--- config.mk ---
export PLATFORM = sky130hd
export DESIGN_NAME = dual_timer
export DESIGN_NICKNAME = d
export VERILOG_FILES = /design/src/pkg/timer_pkg.sv /design/src/pkg/sample_if.sv /design/src/design/event_sampler.sv /design/src/design/dual_timer.sv
export SDC_FILE = /design/constraint.sdc
export NUM_CORES = 1
export LEC_CHECK = 0
export ABC_AREA = 1
export BUFFER_PORTS_ARGS = -buffer_cell sky130_fd_sc_hd__buf_2
export CORE_ASPECT_RATIO = 1.2
export CORE_MARGIN = 4
export CORE_UTILIZATION = 40
export DETAILED_ROUTE_END_ITERATION = 12
export HOLD_SLACK_MARGIN = 0.03
export PLACE_DENSITY = 0.63
export SETUP_SLACK_MARGIN = 0.15
export SLEW_MARGIN = 20
export SYNTH_ARGS = -nofsm -noshare
export SYNTH_HDL_FRONTEND = slang
export SYNTH_SLANG_ARGS = --single-unit
--- constraint.sdc ---
create_clock -name pclk -period 2.2 [get_ports pclk]
set_clock_uncertainty 0.1 [all_clocks]
set_input_delay 0.66 -clock pclk [delete_from_list [all_inputs] [get_ports pclk]]
set_output_delay 0.66 -clock pclk [all_outputs]
set_load 0.01 [all_outputs]
--- src/pkg/timer_pkg.sv ---
// Notes on behaviour
// [RULE1] external-qualify set: count only while gate pin high and run bit set.
// [RULE2] source select set counts event pin falls; clear counts machine cycles.
// [RULE3] two mode bits: 00 prescaled, 01 16-bit, 10 auto-reload, 11 split/halt.
// [RULE4] mode 0 is 13 bits: high byte over low five low-byte bits.
// [RULE5] wrap from all ones to zero sets the unit overflow flag.
// [RULE6] setting a run bit never disturbs the count registers.
// [RULE7] mode register bit 7 qualifies unit 1, bit 3 qualifies unit 0.
// [RULE8] mode 1 counts all 16 bits of high and low bytes together.
// [RULE9] mode 2 low byte overflow sets flag and reloads it from high byte.
// [RULE10] unit 1 in mode 3 holds its count as if stopped.
// [RULE11] split mode: unit 0 low byte uses all unit 0 controls and flag.
// [RULE12] split mode: unit 0 high byte counts cycles, run and flag of unit 1.
// [RULE13] with unit 0 split, unit 1 still counts but loses its flag.
// [RULE14] timer operation advances once per machine cycle of six clocks.
// [RULE15] event pin sampled each machine cycle; high then low counts one.
// [RULE16] overflow flag clears when the processor vectors to its routine.
// [RULE17] software starts and stops each unit through its run bit.
`default_nettype none
package timer_pkg;
  localparam int unsigned CLK_PERIOD_NS = 10;
  localparam int unsigned OSC_PER_MC = 6;
  localparam int unsigned MC_NS = OSC_PER_MC * CLK_PERIOD_NS;
  localparam int unsigned MC_CYCLES = MC_NS / CLK_PERIOD_NS;
  localparam logic [2:0] MC_LAST = 3'(MC_CYCLES - 1);

  localparam logic [7:0] IDX_CTRL = 8'h88;
  localparam logic [7:0] IDX_MODE = 8'h89;
  localparam logic [7:0] IDX_LOW0 = 8'h8A;
  localparam logic [7:0] IDX_LOW1 = 8'h8B;
  localparam logic [7:0] IDX_HIGH0 = 8'h8C;
  localparam logic [7:0] IDX_HIGH1 = 8'h8D;
  localparam logic [7:0] IDX_IRQ_STAT = 8'h90;
  localparam logic [7:0] IDX_IRQ_MASK = 8'h91;

  // mode register fields, unit 1 in the upper nibble
  localparam int unsigned MODE_GATE1 = 7;
  localparam int unsigned MODE_SRC1 = 6;
  localparam int unsigned MODE_SEL1_LSB = 4;
  localparam int unsigned MODE_GATE0 = 3;
  localparam int unsigned MODE_SRC0 = 2;
  localparam int unsigned MODE_SEL0_LSB = 0;
  localparam int unsigned CTRL_OVF1 = 7;
  localparam int unsigned CTRL_RUN1 = 6;
  localparam int unsigned CTRL_OVF0 = 5;
  localparam int unsigned CTRL_RUN0 = 4;
  localparam int unsigned IRQ_U0 = 0;
  localparam int unsigned IRQ_U1 = 1;

  localparam logic [7:0] MODE_RST = 8'h00;
  localparam logic [7:0] COUNT_RST = 8'h00;
  localparam logic [1:0] IRQ_RST = 2'h0;

  typedef enum logic [1:0] {
    MODE_PRESCALED, MODE_CASCADED, MODE_RELOAD, MODE_SPLIT
  } mode_t;

  function automatic logic [11:0] byte_addr(input logic [7:0] idx);
    byte_addr = {2'h0, idx, 2'h0};
  endfunction : byte_addr

  // one count step: returns {overflow, high, low}
  function automatic logic [16:0] count_step(input mode_t m,
      input logic [7:0] hi, input logic [7:0] lo);
    logic [13:0] s13;
    logic [16:0] s16;
    logic [8:0] s8;
    s13 = {1'b0, hi, lo[4:0]} + 14'h1;
    s16 = {1'b0, hi, lo} + 17'h1;
    s8 = {1'b0, lo} + 9'h1;
    case (m)
      MODE_PRESCALED: count_step = {s13[13], s13[12:5], lo[7:5], s13[4:0]};
      MODE_CASCADED: count_step = s16;
      MODE_RELOAD: count_step = {s8[8], hi, s8[8] ? hi : s8[7:0]};
      default: count_step = {1'b0, hi, lo};
    endcase
  endfunction : count_step
endpackage : timer_pkg
`default_nettype wire

--- src/pkg/sample_if.sv ---
`timescale 1ns/10ps
`default_nettype none
interface sample_if;
  logic tick;
  logic pin;
  logic fall;
  modport sampler(input tick, input pin, output fall);
  modport user(output tick, output pin, input fall);
endinterface : sample_if
`default_nettype wire

--- src/design/event_sampler.sv ---
`timescale 1ns/10ps
`default_nettype none
module event_sampler (
  input wire logic pclk, // system clock
  input wire logic presetn, // async reset, active low
  input wire logic ce, // clock enable
  sample_if.sampler link // tick in, pin in, fall out
);
  logic last_reg;
  logic fall_reg;

  // the fall stays up for a whole machine cycle so the count lands in
  // the cycle after detection; last starts low so reset makes no edge
  always_ff @(posedge pclk or negedge presetn) begin
    if (!presetn) begin
      last_reg <= 1'b0;
      fall_reg <= 1'b0;
    end else if (ce && link.tick) begin
      last_reg <= link.pin; // [RULE15]
      fall_reg <= last_reg & ~link.pin; // [RULE15]
    end
  end

  assign link.fall = fall_reg;
endmodule : event_sampler
`default_nettype wire

--- src/design/dual_timer.sv ---
// Our own choice: the APB slave port.
`timescale 1ns/10ps
`default_nettype none
module dual_timer (
  input wire logic pclk, // system clock, 100 MHz
  input wire logic presetn, // async reset, active low
  input wire logic ce, // clock enable, freezes all state when low
  input wire logic psel, // apb select
  input wire logic penable, // apb enable
  input wire logic pwrite, // apb direction
  input wire logic [11:0] paddr, // apb byte address
  input wire logic [31:0] pwdata, // apb write data
  output logic [31:0] prdata, // apb read data
  output logic pready, // apb ready
  output logic pslverr, // apb error, unmapped address
  input wire logic event_pin_unit0, // external event input, unit 0
  input wire logic event_pin_unit1, // external event input, unit 1
  input wire logic gate_pin_unit0, // gate input, unit 0
  input wire logic gate_pin_unit1, // gate input, unit 1
  input wire logic vector_ack_unit0, // processor vectors, unit 0
  input wire logic vector_ack_unit1, // processor vectors, unit 1
  output logic overflow_flag_unit0, // overflow flag, unit 0
  output logic overflow_flag_unit1, // overflow flag, unit 1
  output logic irq // level interrupt
);
  import timer_pkg::*;

  logic [7:0] mode_reg;
  logic run0_reg, run1_reg, ovf0_reg, ovf1_reg;
  logic [7:0] low0_reg, high0_reg, low1_reg, high1_reg;
  logic [1:0] stat_reg, mask_reg, stat_next;
  logic [31:0] prdata_reg;
  logic pready_reg, pslverr_reg, irq_reg;
  logic [2:0] mc_cnt_reg;
  logic [7:0] low0_next, high0_next, low1_next, high1_next;
  logic wr_en, rd_en, tick, setup;
  logic en0, en1, inc0, inc1, inc0h;
  logic set0, set1, set1h, ov1;
  mode_t mode0, mode1;

  sample_if s0 ();
  sample_if s1 ();

  assign s0.tick = tick;
  assign s0.pin = event_pin_unit0;
  assign s1.tick = tick;
  assign s1.pin = event_pin_unit1;

  event_sampler u_samp0 (
    .pclk(pclk),
    .presetn(presetn),
    .ce(ce),
    .link(s0)
  );

  event_sampler u_samp1 (
    .pclk(pclk),
    .presetn(presetn),
    .ce(ce),
    .link(s1)
  );

  function automatic logic wr_to(input logic [7:0] idx);
    wr_to = wr_en && (paddr == byte_addr(idx));
  endfunction : wr_to

  // no wait state: setup latches read data, access completes in its first cycle
  assign setup = psel && !penable;
  assign wr_en = psel && penable && pwrite && pready_reg;
  assign rd_en = psel && penable && !pwrite && pready_reg;

  always_ff @(posedge pclk or negedge presetn) begin
    if (!presetn) begin
      mc_cnt_reg <= 3'h0;
    end else if (ce) begin
      mc_cnt_reg <= (mc_cnt_reg == MC_LAST) ? 3'h0 : mc_cnt_reg + 3'h1;
    end
  end

  assign tick = ce && (mc_cnt_reg == MC_LAST); // [RULE14]

  assign mode0 = mode_t'(mode_reg[MODE_SEL0_LSB +: 2]); // [RULE3]
  assign mode1 = mode_t'(mode_reg[MODE_SEL1_LSB +: 2]); // [RULE3]

  // gating and source selection per unit
  assign en0 = run0_reg && (!mode_reg[MODE_GATE0] || gate_pin_unit0); // [RULE1] [RULE7]
  assign en1 = run1_reg && (!mode_reg[MODE_GATE1] || gate_pin_unit1); // [RULE1] [RULE7]
  assign inc0 = tick && en0 && (!mode_reg[MODE_SRC0] || s0.fall); // [RULE2] [RULE11]
  assign inc1 = tick && en1 && (!mode_reg[MODE_SRC1] || s1.fall)
    && (mode1 != MODE_SPLIT); // [RULE2] [RULE10] [RULE13]
  // split high byte: machine cycles only, run bit of unit 1, no gate
  assign inc0h = tick && run1_reg && (mode0 == MODE_SPLIT); // [RULE12]

  always_comb begin
    low0_next = low0_reg;
    high0_next = high0_reg;
    set0 = 1'b0;
    set1h = 1'b0;
    if (mode0 == MODE_SPLIT) begin
      if (inc0) begin
        {set0, low0_next} = {1'b0, low0_reg} + 9'h1; // [RULE11] [RULE5]
      end
      if (inc0h) begin
        {set1h, high0_next} = {1'b0, high0_reg} + 9'h1; // [RULE12]
      end
    end else if (inc0) begin
      {set0, high0_next, low0_next} =
        count_step(mode0, high0_reg, low0_reg); // [RULE4] [RULE8] [RULE9]
    end
  end

  always_comb begin
    low1_next = low1_reg;
    high1_next = high1_reg;
    ov1 = 1'b0;
    if (inc1) begin
      {ov1, high1_next, low1_next} =
        count_step(mode1, high1_reg, low1_reg); // [RULE4] [RULE8] [RULE9]
    end
  end

  // unit 1 keeps counting under split but its flag belongs to unit 0
  assign set1 = set1h || (ov1 && mode0 != MODE_SPLIT); // [RULE13] [RULE5]

  // software write beats a count step in the same cycle
  always_ff @(posedge pclk or negedge presetn) begin
    if (!presetn) begin
      low0_reg <= COUNT_RST;
      high0_reg <= COUNT_RST;
    end else if (ce) begin
      low0_reg <= wr_to(IDX_LOW0) ? pwdata[7:0] : low0_next;
      high0_reg <= wr_to(IDX_HIGH0) ? pwdata[7:0] : high0_next;
    end
  end

  always_ff @(posedge pclk or negedge presetn) begin
    if (!presetn) begin
      low1_reg <= COUNT_RST;
      high1_reg <= COUNT_RST;
    end else if (ce) begin
      low1_reg <= wr_to(IDX_LOW1) ? pwdata[7:0] : low1_next;
      high1_reg <= wr_to(IDX_HIGH1) ? pwdata[7:0] : high1_next;
    end
  end

  always_ff @(posedge pclk or negedge presetn) begin
    if (!presetn) begin
      mode_reg <= MODE_RST;
    end else if (ce && wr_to(IDX_MODE)) begin
      mode_reg <= pwdata[7:0];
    end
  end

  // run bits only gate counting; counts are untouched by them
  always_ff @(posedge pclk or negedge presetn) begin
    if (!presetn) begin
      run0_reg <= 1'b0;
      run1_reg <= 1'b0;
    end else if (ce && wr_to(IDX_CTRL)) begin
      run0_reg <= pwdata[CTRL_RUN0]; // [RULE6]
      run1_reg <= pwdata[CTRL_RUN1]; // [RULE6]
    end
  end

  // hardware set wins over vector clear and software clear
  always_ff @(posedge pclk or negedge presetn) begin
    if (!presetn) begin
      ovf0_reg <= 1'b0;
      ovf1_reg <= 1'b0;
    end else if (ce) begin
      ovf0_reg <= set0 || (!vector_ack_unit0 &&
        (wr_to(IDX_CTRL) ? pwdata[CTRL_OVF0] : ovf0_reg)); // [RULE5] [RULE16]
      ovf1_reg <= set1 || (!vector_ack_unit1 &&
        (wr_to(IDX_CTRL) ? pwdata[CTRL_OVF1] : ovf1_reg)); // [RULE5] [RULE16]
    end
  end

  // read clears only the bits that the read returned, so an event
  // between setup and access is kept
  always_comb begin
    stat_next = stat_reg;
    if (rd_en && paddr == byte_addr(IDX_IRQ_STAT)) begin
      stat_next = stat_reg & ~prdata_reg[1:0];
    end
    stat_next[IRQ_U0] = stat_next[IRQ_U0] | set0;
    stat_next[IRQ_U1] = stat_next[IRQ_U1] | set1;
  end

  always_ff @(posedge pclk or negedge presetn) begin
    if (!presetn) begin
      stat_reg <= IRQ_RST;
      mask_reg <= IRQ_RST;
      irq_reg <= 1'b0;
    end else if (ce) begin
      stat_reg <= stat_next;
      if (wr_to(IDX_IRQ_MASK)) begin
        mask_reg <= pwdata[1:0];
      end
      irq_reg <= |(stat_next & mask_reg);
    end
  end

  always_ff @(posedge pclk or negedge presetn) begin
    if (!presetn) begin
      prdata_reg <= 32'h0000_0000;
      pready_reg <= 1'b0;
      pslverr_reg <= 1'b0;
    end else if (ce) begin
      pready_reg <= setup;
      if (setup) begin
        pslverr_reg <= 1'b0;
        case (paddr)
          byte_addr(IDX_CTRL): prdata_reg <= {24'h0, ovf1_reg, run1_reg,
            ovf0_reg, run0_reg, 4'h0};
          byte_addr(IDX_MODE): prdata_reg <= {24'h0, mode_reg};
          byte_addr(IDX_LOW0): prdata_reg <= {24'h0, low0_reg};
          byte_addr(IDX_LOW1): prdata_reg <= {24'h0, low1_reg};
          byte_addr(IDX_HIGH0): prdata_reg <= {24'h0, high0_reg};
          byte_addr(IDX_HIGH1): prdata_reg <= {24'h0, high1_reg};
          byte_addr(IDX_IRQ_STAT): prdata_reg <= {30'h0, stat_reg};
          byte_addr(IDX_IRQ_MASK): prdata_reg <= {30'h0, mask_reg};
          default: begin
            prdata_reg <= 32'h0000_0000;
            pslverr_reg <= 1'b1;
          end
        endcase
      end
    end
  end

  assign prdata = prdata_reg;
  assign pready = pready_reg;
  assign pslverr = pslverr_reg;
  assign overflow_flag_unit0 = ovf0_reg;
  assign overflow_flag_unit1 = ovf1_reg;
  assign irq = irq_reg;
endmodule : dual_timer
`default_nettype wire

==> results of run 1 <==
## what timing repair did
| action | in CTS | in global routing |
|---|---|---|
| hold buffers | 0 | 0 |
| setup buffers | 0 | 1 |
| resized for setup | 0 | 12 |
| setup endpoints to repair | 0 | 33 |
## synthesized netlist by cell type, types with 2 or more instances
cell	number	share of area
nand2_1	315	0.21
inv_1	123	0.081
nor2_1	107	0.071
nand3_1	77	0.068
dfrtp_1	66	0.29
o21ai_0	56	0.049
buf_4	24	0.032
a21oi_1	22	0.019
o21ai_1	18	0.016
o22ai_1	14	0.015
nor3_1	11	0.0097
nand2_2	9	0.0099
nor2_2	9	0.0099
nand4_1	8	0.0088
o211ai_1	8	0.011
buf_2	7	0.0062
ha_1	7	0.015
clkbuf_1	6	0.0040
xor2_1	5	0.0077
nand3_2	4	0.0070
buf_6	3	0.0059
nor3_2	3	0.0053
or2_2	3	0.0033
inv_2	2	0.0013
nand3b_1	2	0.0026
nand3b_2	2	0.0040
nor2_4	2	0.0040
nor3_4	2	0.0057
## kinds of logic after synthesis
logic type	count (synthesis)	share of synthesized area
buffers and inverters	168	0.134
XOR/XNOR	6	0.00925
adder cells (fa/ha/maj)	7	0.0154
flip-flops	66	0.291
AO/OA/AOI/OAI	124	0.119
other	1	0.000660
AND/OR/NAND/NOR	560	0.431
## cell usage in the layout, fill, tap and decap left out, types with 14 or more instances in the layout
master,netlist,routed
conb_1,1,24
nand2_1,315,313
nand3_1,77,77
buf_2,7,44
dfrtp_1,66,65
a21oi_1,22,22
o21ai_1,18,19
buf_4,24,61
inv_1,123,121
o21ai_0,56,55
nor2_1,107,106
o22ai_1,14,14
## metrics by stage
| stage | hold slack (ps) | setup TNS, ps | power, mW | utilization | cells |
|---|---|---|---|---|---|
| floorplan | 264 | 0 | 1.53 | - | 955 |
| global placement | 361 | -1190 | 1.64 | 0.461 | 1190 |
| detailed placement | 360 | -1330 | 1.65 | 0.461 | 1190 |
| CTS | 227 | 0 | 3.27 | 0.485 | 1206 |
| global route | 238 | 0 | 3.38 | 0.487 | 1207 |
| finish | 204 | 0 | 3.24 | 0.487 | 1207 |
## metal layers
layer | share of wire | wire (um)
met1 | 0.42 | 8090
met2 | 0.48 | 9270
met3 | 0.050 | 954
met4 | 0.048 | 926
met5 | 0 | 0
## path summary, 6_finish.rpt
check                          endpoint  slack, ps  depth (start not counted)
max                        high1_reg[5]        270                         10
max reg2reg                high1_reg[5]        270                         10
min in group pclk             prdata[2]        370                          2
max in group asynchronous   mode_reg[2]       1460                          2
min                        high0_reg[1]        200                          2
min reg2reg                   prdata[2]        370                          2
## worst max-delay path: stages, from the launching register on
cell and delay [ps]:
dfrtp_1 360, buf_4 140, nand3_1 200, nor3_2 330, nand2_1 180, nor2_1 160, nand2_1 70, nand3_1 80
nand3_1 70, nand2_1 70, nand2_1 50
## report_power, final
group	leakage [nW]	total [mW]	switching [mW]	internal, mW
clock	0.160	1.61	0.613	1.00
combinational	2.50	0.314	0.213	0.100
sequential	0.881	1.31	0.0323	1.28
total	3.54	3.24	0.859	2.38
## layout make-up
cell class | instances | area, um2 | area share
Clock buffer | 9 | 225 | 0.0333
Clock inverter | 7 | 100 | 0.0148
Inverter | 126 | 473 | 0.0699
Multi-Input combinational cell | 721 | 3380 | 0.500
Sequential cell | 66 | 1650 | 0.244
Tap cell | 171 | 214 | 0.0316
Timing Repair Buffer | 107 | 718 | 0.106
==> results by group, run 1 <==
Worst setup path
  – Worst r2r src: low1_reg[0]
  – Kind of end point of the critical path: register
  – CP arrival: around 2100 ps
  – Critical path type: register to register
  – CP Max Fanout: 4
  – Critical Path RT: around 2300 ps
  – Worst setup path start: low1_reg[0]
  – Worst Setup Start Kind: register

STA
  – Final slew viol count: 0
  – Final Hold Viols: 0
  – Max Freq: 517 MHz
  – Crit path time final: between 1500 and 2000 ps
  – RSZ-0062 raised after global routing: yes
  – Setup WS post-layout: ~270 ps
  – Crit share post-route: 0.879
  – Final setup fails: 0

Logic synthesis
  – Commonest register cell after synthesis: dfrtp_1
  – Mean post-synth cell area: 6.09 um2
  – Synth warn: 0
  – Asr flop ratio synth: 1.00
  – Synthesized area: 5680 um2
  – Seq/Total Area, Yosys: 0.291
  – Post-synthesis instance total: between 900 and 1000
  – Netlist cell types: 45
  – #FFs+latches synth: 66
  – EDFF count, synth: 0

CTS
  – CTS sink cnt: 66
  – Clock slew at reported path FFs: roughly 60 ps
  – Total CTS buffers: 9
  – # H-tree levels: 3
  – CTS max path bufs: 2
  – CTS tree: built
  – Worst skew pair latency: 350 ps
  – Root Buffer: clkbuf_16

Global routing
  – Gr busiest metal: met2
  – Grt met2 use: 0.392
  – Global-route wire length before repair: 30300 um
  – Global Route met1 Usage: 0.305
  – Antenna violations before repair: 0
  – M3 GR Usage: 0.0436
  – Largest net degree at the start of global routing: between 60 and 70
  – Total gr overflow: 0
  – Vias in the first global route: between 5000 and 6000
  – Total GRT Usage: 0.243

Status
  – Status: finished, final reports clean

Place
  – IO buf count: 44
  – DP HPWL: between 15000 and 20000 um
  – Placed inst area: approximately 6400 um2
  – Global placer's final weighted congestion: approximately 0.94
  – Worst slack, placed: -69.7 ps

Power
  – Power density over the cells: approximately 480 nW/um2
  – Leakage: 3.54 nW
  – Peak supply drop: 0.281 mV

Finish
  – Syn-to-layout area delta: 19.1%
  – Antenna diodes: 0
  – Layout cells sized above 1: 0.166
  – Design area: just under 7000 um2
  – # fillers: about 1500
  – Nets: around 1100

Route
  – Vias per std cell: roughly 5.1
  – Vias: about 6000
  – DRC Markers: 0
  – Avg WL per Cell: ~16 um
  – ANT nets after route: 0
  – DR pass1 iterations: 5
  – Final wirelength: roughly 19000 um
  – Initial drt markers: 480

Flow run
  – Max cap viols: 0

Floorplanning
  – Die W: between 100 and 150 um
  – Top Ports: 93
  – Initial core utilization: 0.409
  – Row cnt: between 40 and 50
  – Die Y: approximately 140 um
  – CORE AREA: about 14000 um2
  – Die area: ~16000 um2

Worst hold path
  – Worst Hold Class: input port to asynchronous set/reset pin
Power figures use the tool's default switching activity.
==> inputs of run 2 (changes only) <==
--- a/config.mk
+++ b/config.mk
@@ -9,10 +9,10 @@
 export BUFFER_PORTS_ARGS = -buffer_cell sky130_fd_sc_hd__buf_2
 export CORE_ASPECT_RATIO = 1.2
 export CORE_MARGIN = 4
-export CORE_UTILIZATION = 40
+export CORE_UTILIZATION = 25
 export DETAILED_ROUTE_END_ITERATION = 12
 export HOLD_SLACK_MARGIN = 0.03
-export PLACE_DENSITY = 0.63
+export PLACE_DENSITY = 0.45
 export SETUP_SLACK_MARGIN = 0.15
 export SLEW_MARGIN = 20
 export SYNTH_ARGS = -nofsm -noshare
==> run 2 against run 1 <==
  * Register-to-register slack about the same
  * Worst hold slack got worse by 43 ps
  * Fmax decreased by 0.33%
  * Largest cell class unchanged
  * Critical path type is now input port to register
==> results by group, run 2 (synthesis results as in run 1) <==
Finish
  – Syn-to-layout area delta: 21.6%
  – Commonest cells after routing, fill and taps aside: nand2_1, inv_1, nor2_1, nand3_1
  – Nets: 1097 (+0.27%)
  – Design area: 6910 um2 (+2.1%)
  – # fillers: 2567 (+73%)
  – Commonest non-fill, non-tap cell in the layout: nand2_1
  – Antenna diodes: 0 (unchanged)
  – Layout cells sized above 1: 0.170 (+0.00433)
  – Post-Route Utilization: 0.309 (-0.179)

Route
  – Vias: 6122 (-0.57%)
  – M1 WL: 8950 um (+11%)
  – DRC Markers: 0 (unchanged)
  – Vias per std cell: 4.64 (-8.9%)
  – ANT nets after route: 0 (unchanged)
  – Avg WL per Cell: 16.1 um (+0.82%)
  – DR pass1 iterations: 5 (unchanged)
  – WL met2: 10800 um (+17%)
  – Highest Signal Layer: met4
  – Final wirelength: 21200 um (+10%)
  – Met3 wire length: 765 um (-20%)
  – Initial drt markers: 433 (-9.8%)

CTS
  – CTS max path bufs: 2 (unchanged)
  – Worst skew pair latency: 340 ps (about the same)
  – Root Buffer: clkbuf_16
  – CTS sink cnt: 66 (unchanged)
  – # H-tree levels: 3 (unchanged)
  – CTS tree: built
  – Total CTS buffers: 9 (unchanged)
  – Clock slew at reported path FFs: 70 ps (about the same)

STA
  – Final slew viol count: 0 (unchanged)
  – Final setup TNS: 0 ps (unchanged)
  – Final setup fails: 0 (unchanged)
  – Crit share post-route: 0.882 (+0.00287)
  – Crit path time final: 1940 ps (+6.32 ps)
  – Final Hold Viols: 0 (unchanged)
  – RSZ-0062 raised after global routing: no
  – Max Freq: 516 MHz (-0.33%)
  – WHS: 161 ps (-43.5 ps)

Worst setup path
  – Crit path to: high1_reg[1]
  – CP arrival: 2080 ps (about the same)
  – Worst r2r src: low0_reg[0]
  – Critical path type: input port to register
  – Reg2reg setup slack: 270 ps (about the same)
  – Worst Setup Start Kind: input port
  – Kind of end point of the critical path: register
  – RR Endpoint: irq
  – Critical Path RT: 2340 ps (about the same)
  – R2R depth: 12 (+2)
  – Worst setup path start: paddr[1]
  – CP Max Fanout: 6 (+2)

Global routing
  – Total gr overflow: 0 (unchanged)
  – Global-route wire length before repair: 32800 um (+8.2%)
  – Antenna violations before repair: 0 (unchanged)
  – Total GRT Usage: 0.167 (-0.0759)
  – Vias in the first global route: 6021 (+4.3%)
  – Largest net degree at the start of global routing: 30 (-55%)

Power
  – Leakage: 3.55 nW (+0.25%)
  – Total power: 3.17 mW (-2.0%)
  – Power density over the cells: 459 nW/um2 (-4.0%)
  – Peak supply drop: 0.281 mV (about the same)

Flow run
  – Max cap viols: 0 (unchanged)

Place
  – IO buf count: 44 (unchanged)
  – DP HPWL: 16800 um (+12%)
  – Placed inst area: 6530 um2 (+2.1%)
  – Global placer's final weighted congestion: 0.933 (-1.1%)

Floorplanning
  – Initial core utilization: 0.254 (-0.155)
  – CORE AREA: 22400 um2 (+61%)
  – Row cnt: 60 (+28%)
  – Die W: 146 um (+25%)
  – Die Y: 173 um (+25%)
  – Die area: 25200 um2 (+56%)
  – Top Ports: 93 (unchanged)

Worst hold path
  – Worst Hold Class: input port to asynchronous set/reset pin

Status
  – Status: finished, final reports clean
==> run 2: per-layer routing <==
metal,global-route usage,vias up
met1,0.202,2836
met5,0,-
met3,0.0223,37
met4,0.0570,0
li1,-,3109
met2,0.303,140
==> run 2: cell type report <==
class	count	area (um2)	share of cell area
flip-flops and latches	66	1650	0.239
well taps	279	349	0.0505
clock inverters	7	83.8	0.0121
multi-input cells	722	3400	0.492
clock buffers	9	225	0.0326
repair buffers	109	723	0.105
inverters	126	473	0.0685
==> run 2: what timing repair did <==
action	4_1_cts	5_1_grt
hold buffers	0	0
setup endpoints to repair	0	23
buffers inserted	0	2
resized for setup	0	15
==> run 2: worst max-delay path, stage by stage <==
cell      delay [ps]
buf_2            110
nor2_2           100
buf_4            150
nand3_1          150
nand3b_2         260
nor2_1           240
inv_1            160
nand2_1           90
nand2_1           60
nand2_1           60
nand2_1           50
==> run 2: report_power, final <==
group / internal [mW] / total, mW / switching, mW
sequential: 1.28 / 1.31 / 0.0318
clock: 0.900 / 1.54 / 0.640
combinational: 0.104 / 0.324 / 0.220
==> run 2: how the worst min path moves through the flow <==
stage / end / slack, ps / cells after the start
after floorplan: high0_reg[0] / 260 / 0
after global placement: prdata[3] / 360 / 2
after detailed placement: prdata[6] / 360 / 2
after CTS: high0_reg[3] / 180 / 1
after global routing: high1_reg[0] / 190 / 1
final: high0_reg[3] / 160 / 1
==> run 2: per-stage QoR <==
step                      cells  setup slack, ps
after floorplan             955              284
after global placement     1299            -29.6
after detailed placement   1299            -63.3
after CTS                  1315              164
after global routing       1318              138
final                      1318              261
==> inputs of run 3 (changes only) <==
--- a/config.mk
+++ b/config.mk
@@ -17,4 +17,5 @@
 export SLEW_MARGIN = 20
 export SYNTH_ARGS = -nofsm -noshare
 export SYNTH_HDL_FRONTEND = slang
+export SYNTH_HIERARCHICAL = 1
 export SYNTH_SLANG_ARGS = --single-unit
==> run 3 against run 2 <==
  * Combinational power up 7.4%
  * Critical path depth unchanged
  * Clock-buffer cell count up 4
  * Design area grew 3.1%
  * Clock power hardly changed
  * Synthesized area up 2.0%
  * Sequential power is essentially flat
  * Register-to-register slack worse by 40 ps
  * Fmax decreased by 1.4%
  * Non-clock buffer count increased by 4
  * Critical endpoint is now high0_reg[5]
  * Largest power group unchanged
==> results by group, run 3 <==
STA
  – WHS: 216 ps (+55.4 ps)
  – Final slew viol count: 0 (unchanged)
  – Final Hold Viols: 0 (unchanged)
  – RSZ-0062 raised after global routing: no
  – Crit share post-route: 0.894 (+0.0125)
  – Slew headroom: 0.656
  – Crit path time final: 1970 ps (+27.6 ps)
  – Setup WS post-layout: 233 ps (-27.6 ps)
  – Worst-margin pin slew: 515 ps
  – Max Freq: 508 MHz (-1.4%)
  – Final setup fails: 0 (unchanged)

Global routing
  – Vias in the first global route: 6087 (+1.1%)
  – Largest net degree at the start of global routing: 67 (+120%)
  – Global-route wire length before repair: 34500 um (+5.3%)
  – Total GRT Usage: 0.173 (+0.00608)
  – Antenna violations before repair: 0 (unchanged)
  – Total gr overflow: 0 (unchanged)

Finish
  – FF+latch area: 1650 um2 (about the same)
  – Syn-to-layout area delta: 22.9%
  – Post-Route Utilization: 0.315 (+0.00634)
  – # fillers: 2575 (+0.31%)
  – Cell Count, Final, Fillers Out: 1359 (+3.1%)
  – Layout cells sized above 1: 0.190 (+0.0193)
  – Nets: 1107 (+0.91%)
  – Commonest cells after routing, fill and taps aside: nand2_1, inv_1, nand3_1, nor2_1, buf_4
  – Multi-input gate area: 3570 um2 (+4.9%)
  – Antenna diodes: 0 (unchanged)
  – Commonest non-fill, non-tap cell in the layout: nand2_1

Logic synthesis
  – Compound-Gate Fraction of Synth Area: 0.113 (-0.00533)
  – EDFF count, synth: 0 (unchanged)
  – Post-synthesis instance total: 934 (+0.21%)
  – Post-Synth Adder-Cell Area: 0.0151 (-0.000300)
  – Simple-gate area share of the yosys netlist: 0.451 (+0.0201)
  – XOR/XNOR share of the synthesized area: 0.0121 (+0.00284)
  – Top cells by count, synth: nand2_1, inv_1, nand3_1
  – Asr flop ratio synth: 1.00 (unchanged)
  – Synthesized area: 5790 um2 (+2.0%)
  – Ranking of synthesized cells by area: dfrtp_1, nand2_1, nand3_1
  – Mean post-synth cell area: 6.20 um2 (+1.8%)
  – Netlist cell types: 43 (-4.4%)
  – Synth warn: 6 (+6)
  – Seq/Total Area, Yosys: 0.285 (-0.00565)
  – Cell with the most instances after synthesis: nand2_1
  – Commonest register cell after synthesis: dfrtp_1
  – Largest family of logic cells by synthesized area: simple AND/OR/NAND/NOR gates
  – #FFs+latches synth: 66 (unchanged)
  – Top-area cell type share of the netlist area: 0.285 (-0.00565)
  – Synth area leader: dfrtp_1
  – Mux cell area share after synthesis: 0 (unchanged)

Worst setup path
  – Worst setup path start: mode_reg[0]
  – Critical Path RT: 2390 ps (+50 ps)
  – Worst Setup Start Kind: register
  – Reg2reg setup slack: 230 ps (-40 ps)
  – Critical path type: register to register
  – RR Endpoint: high0_reg[5]
  – Kind of end point of the critical path: register
  – CP arrival: 2150 ps (+70 ps)
  – R2R depth: 11 (-1)
  – Worst r2r src: mode_reg[0]
  – CP Max Fanout: 8 (+2)

Route
  – DR pass1 iterations: 5 (unchanged)
  – Avg WL per Cell: 16.2 um (+0.83%)
  – Final wirelength: 22000 um (+4.0%)
  – DRC Markers: 0 (unchanged)
  – Initial drt markers: 402 (-7.2%)
  – ANT nets after route: 0 (unchanged)
  – Vias: 6281 (+2.6%)
  – Vias per std cell: 4.62 (-0.50%)

Status
  – Status: finished, final reports clean

Floorplanning
  – Row cnt: 60 (unchanged)
  – Die Y: 175 um (+0.94%)
  – CORE AREA: 22600 um2 (+1.0%)
  – Top Ports: 93 (unchanged)
  – Initial core utilization: 0.256 (+0.00245)
  – Die area: 25700 um2 (+1.9%)
  – Die W: 147 um (+0.93%)

CTS
  – Worst skew pair latency: 350 ps (about the same)
  – Root Buffer: clkbuf_16
  – # H-tree levels: 3 (unchanged)
  – Hold-fix buffers at CTS: 0 (unchanged)
  – CTS sink cnt: 66 (unchanged)
  – CTS tree: built
  – CTS max path bufs: 2 (unchanged)
  – Total CTS buffers: 9 (unchanged)
  – Clock slew at reported path FFs: 60 ps (about the same)

Place
  – DP HPWL: 17500 um (+4.1%)
  – Worst slack, placed: -9.86 ps (+53.4 ps)
  – Global placer's final weighted congestion: 0.902 (-3.4%)
  – IO buf count: 44 (unchanged)
  – Placed cells: 1339 (+3.1%)

Worst hold path
  – Worst Hold Class: input port to asynchronous set/reset pin

Power
  – Peak supply drop: 0.348 mV (+24%)
  – Leakage: 3.69 nW (+4.1%)
  – Total power: 3.22 mW (+1.6%)
  – Power density over the cells: 453 nW/um2 (-1.5%)

Flow run
  – Max cap viols: 0 (unchanged)
run 3: cell types whose count changed after synthesis, sizes merged, moves of 3 or more:
cell / delta
nand4: +8
nor2: -15
o211ai: +3
nand3b: -3
o22ai: -11
o21ai: -14
nand3: +11
nand2: +26
inv: -11
a21oi: +12
nor3: -7
run 3: metrics by stage:
stage	TNS (ps)	cell area, um2
after global placement	-96.9	6730
final	0	7120
after CTS	0	7050
after detailed placement	-12.6	6730
after floorplan	0	5880
after global routing	0	7120
run 3: final cells by class:
cell class,count,share of cell area
multi-input combinational,737,0.501
sequential,66,0.232
timing repair buffer,113,0.106
inverter,117,0.0620
tap,310,0.0545
clock buffer,13,0.0380
clock inverter,3,0.00650
run 3: how the worst max path moves through the flow:
stage	to
3_3_place_gp	low0_reg[2]
6_report	high0_reg[5]
5_1_grt	high0_reg[4]
3_5_place_dp	prdata[4]
4_1_cts	high0_reg[3]
2_1_floorplan	low1_reg[5]
run 3: repair_timing:
action                     4_1_cts  5_1_grt
setup endpoints to repair        0       12
gates resized for setup          0       15
setup buffers                    0        3
run 3: report_power, final:
part,switching [mW],internal (mW)
clock network,0.579,0.973
registers,0.0396,1.28
logic,0.239,0.109
total,0.857,2.37
run 3: cells by family (layout without fill, tap and decap cells):
group | after synthesis | in the layout
compound gates | 119 | 119
other cells | 1 | 24
xor+xnor | 8 | 8
flops | 66 | 66
fa+ha+maj | 7 | 7
simple gates | 578 | 579
buf+inv | 155 | 246
run 3: critical path, stage by stage (launching register included):
cell	delay (ps)
dfrtp_1	420
inv_2	70
ha_1	230
inv_2	70
nand2_2	70
nor2_2	130
nand4_1	230
nand3_4	230
nand2_8	100
a21oi_1	140
nand2_1	70
nand2_1	50
run 3: metal layers:
layer  track usage  wire, um  vias up  share of wire
met3        0.0236       921       27          0.042
met1         0.222      9520     2920           0.43
li1              -         -     3166              -
met5             0         0        -              0
met2         0.299     11100      168           0.50
met4        0.0571       521        0          0.024
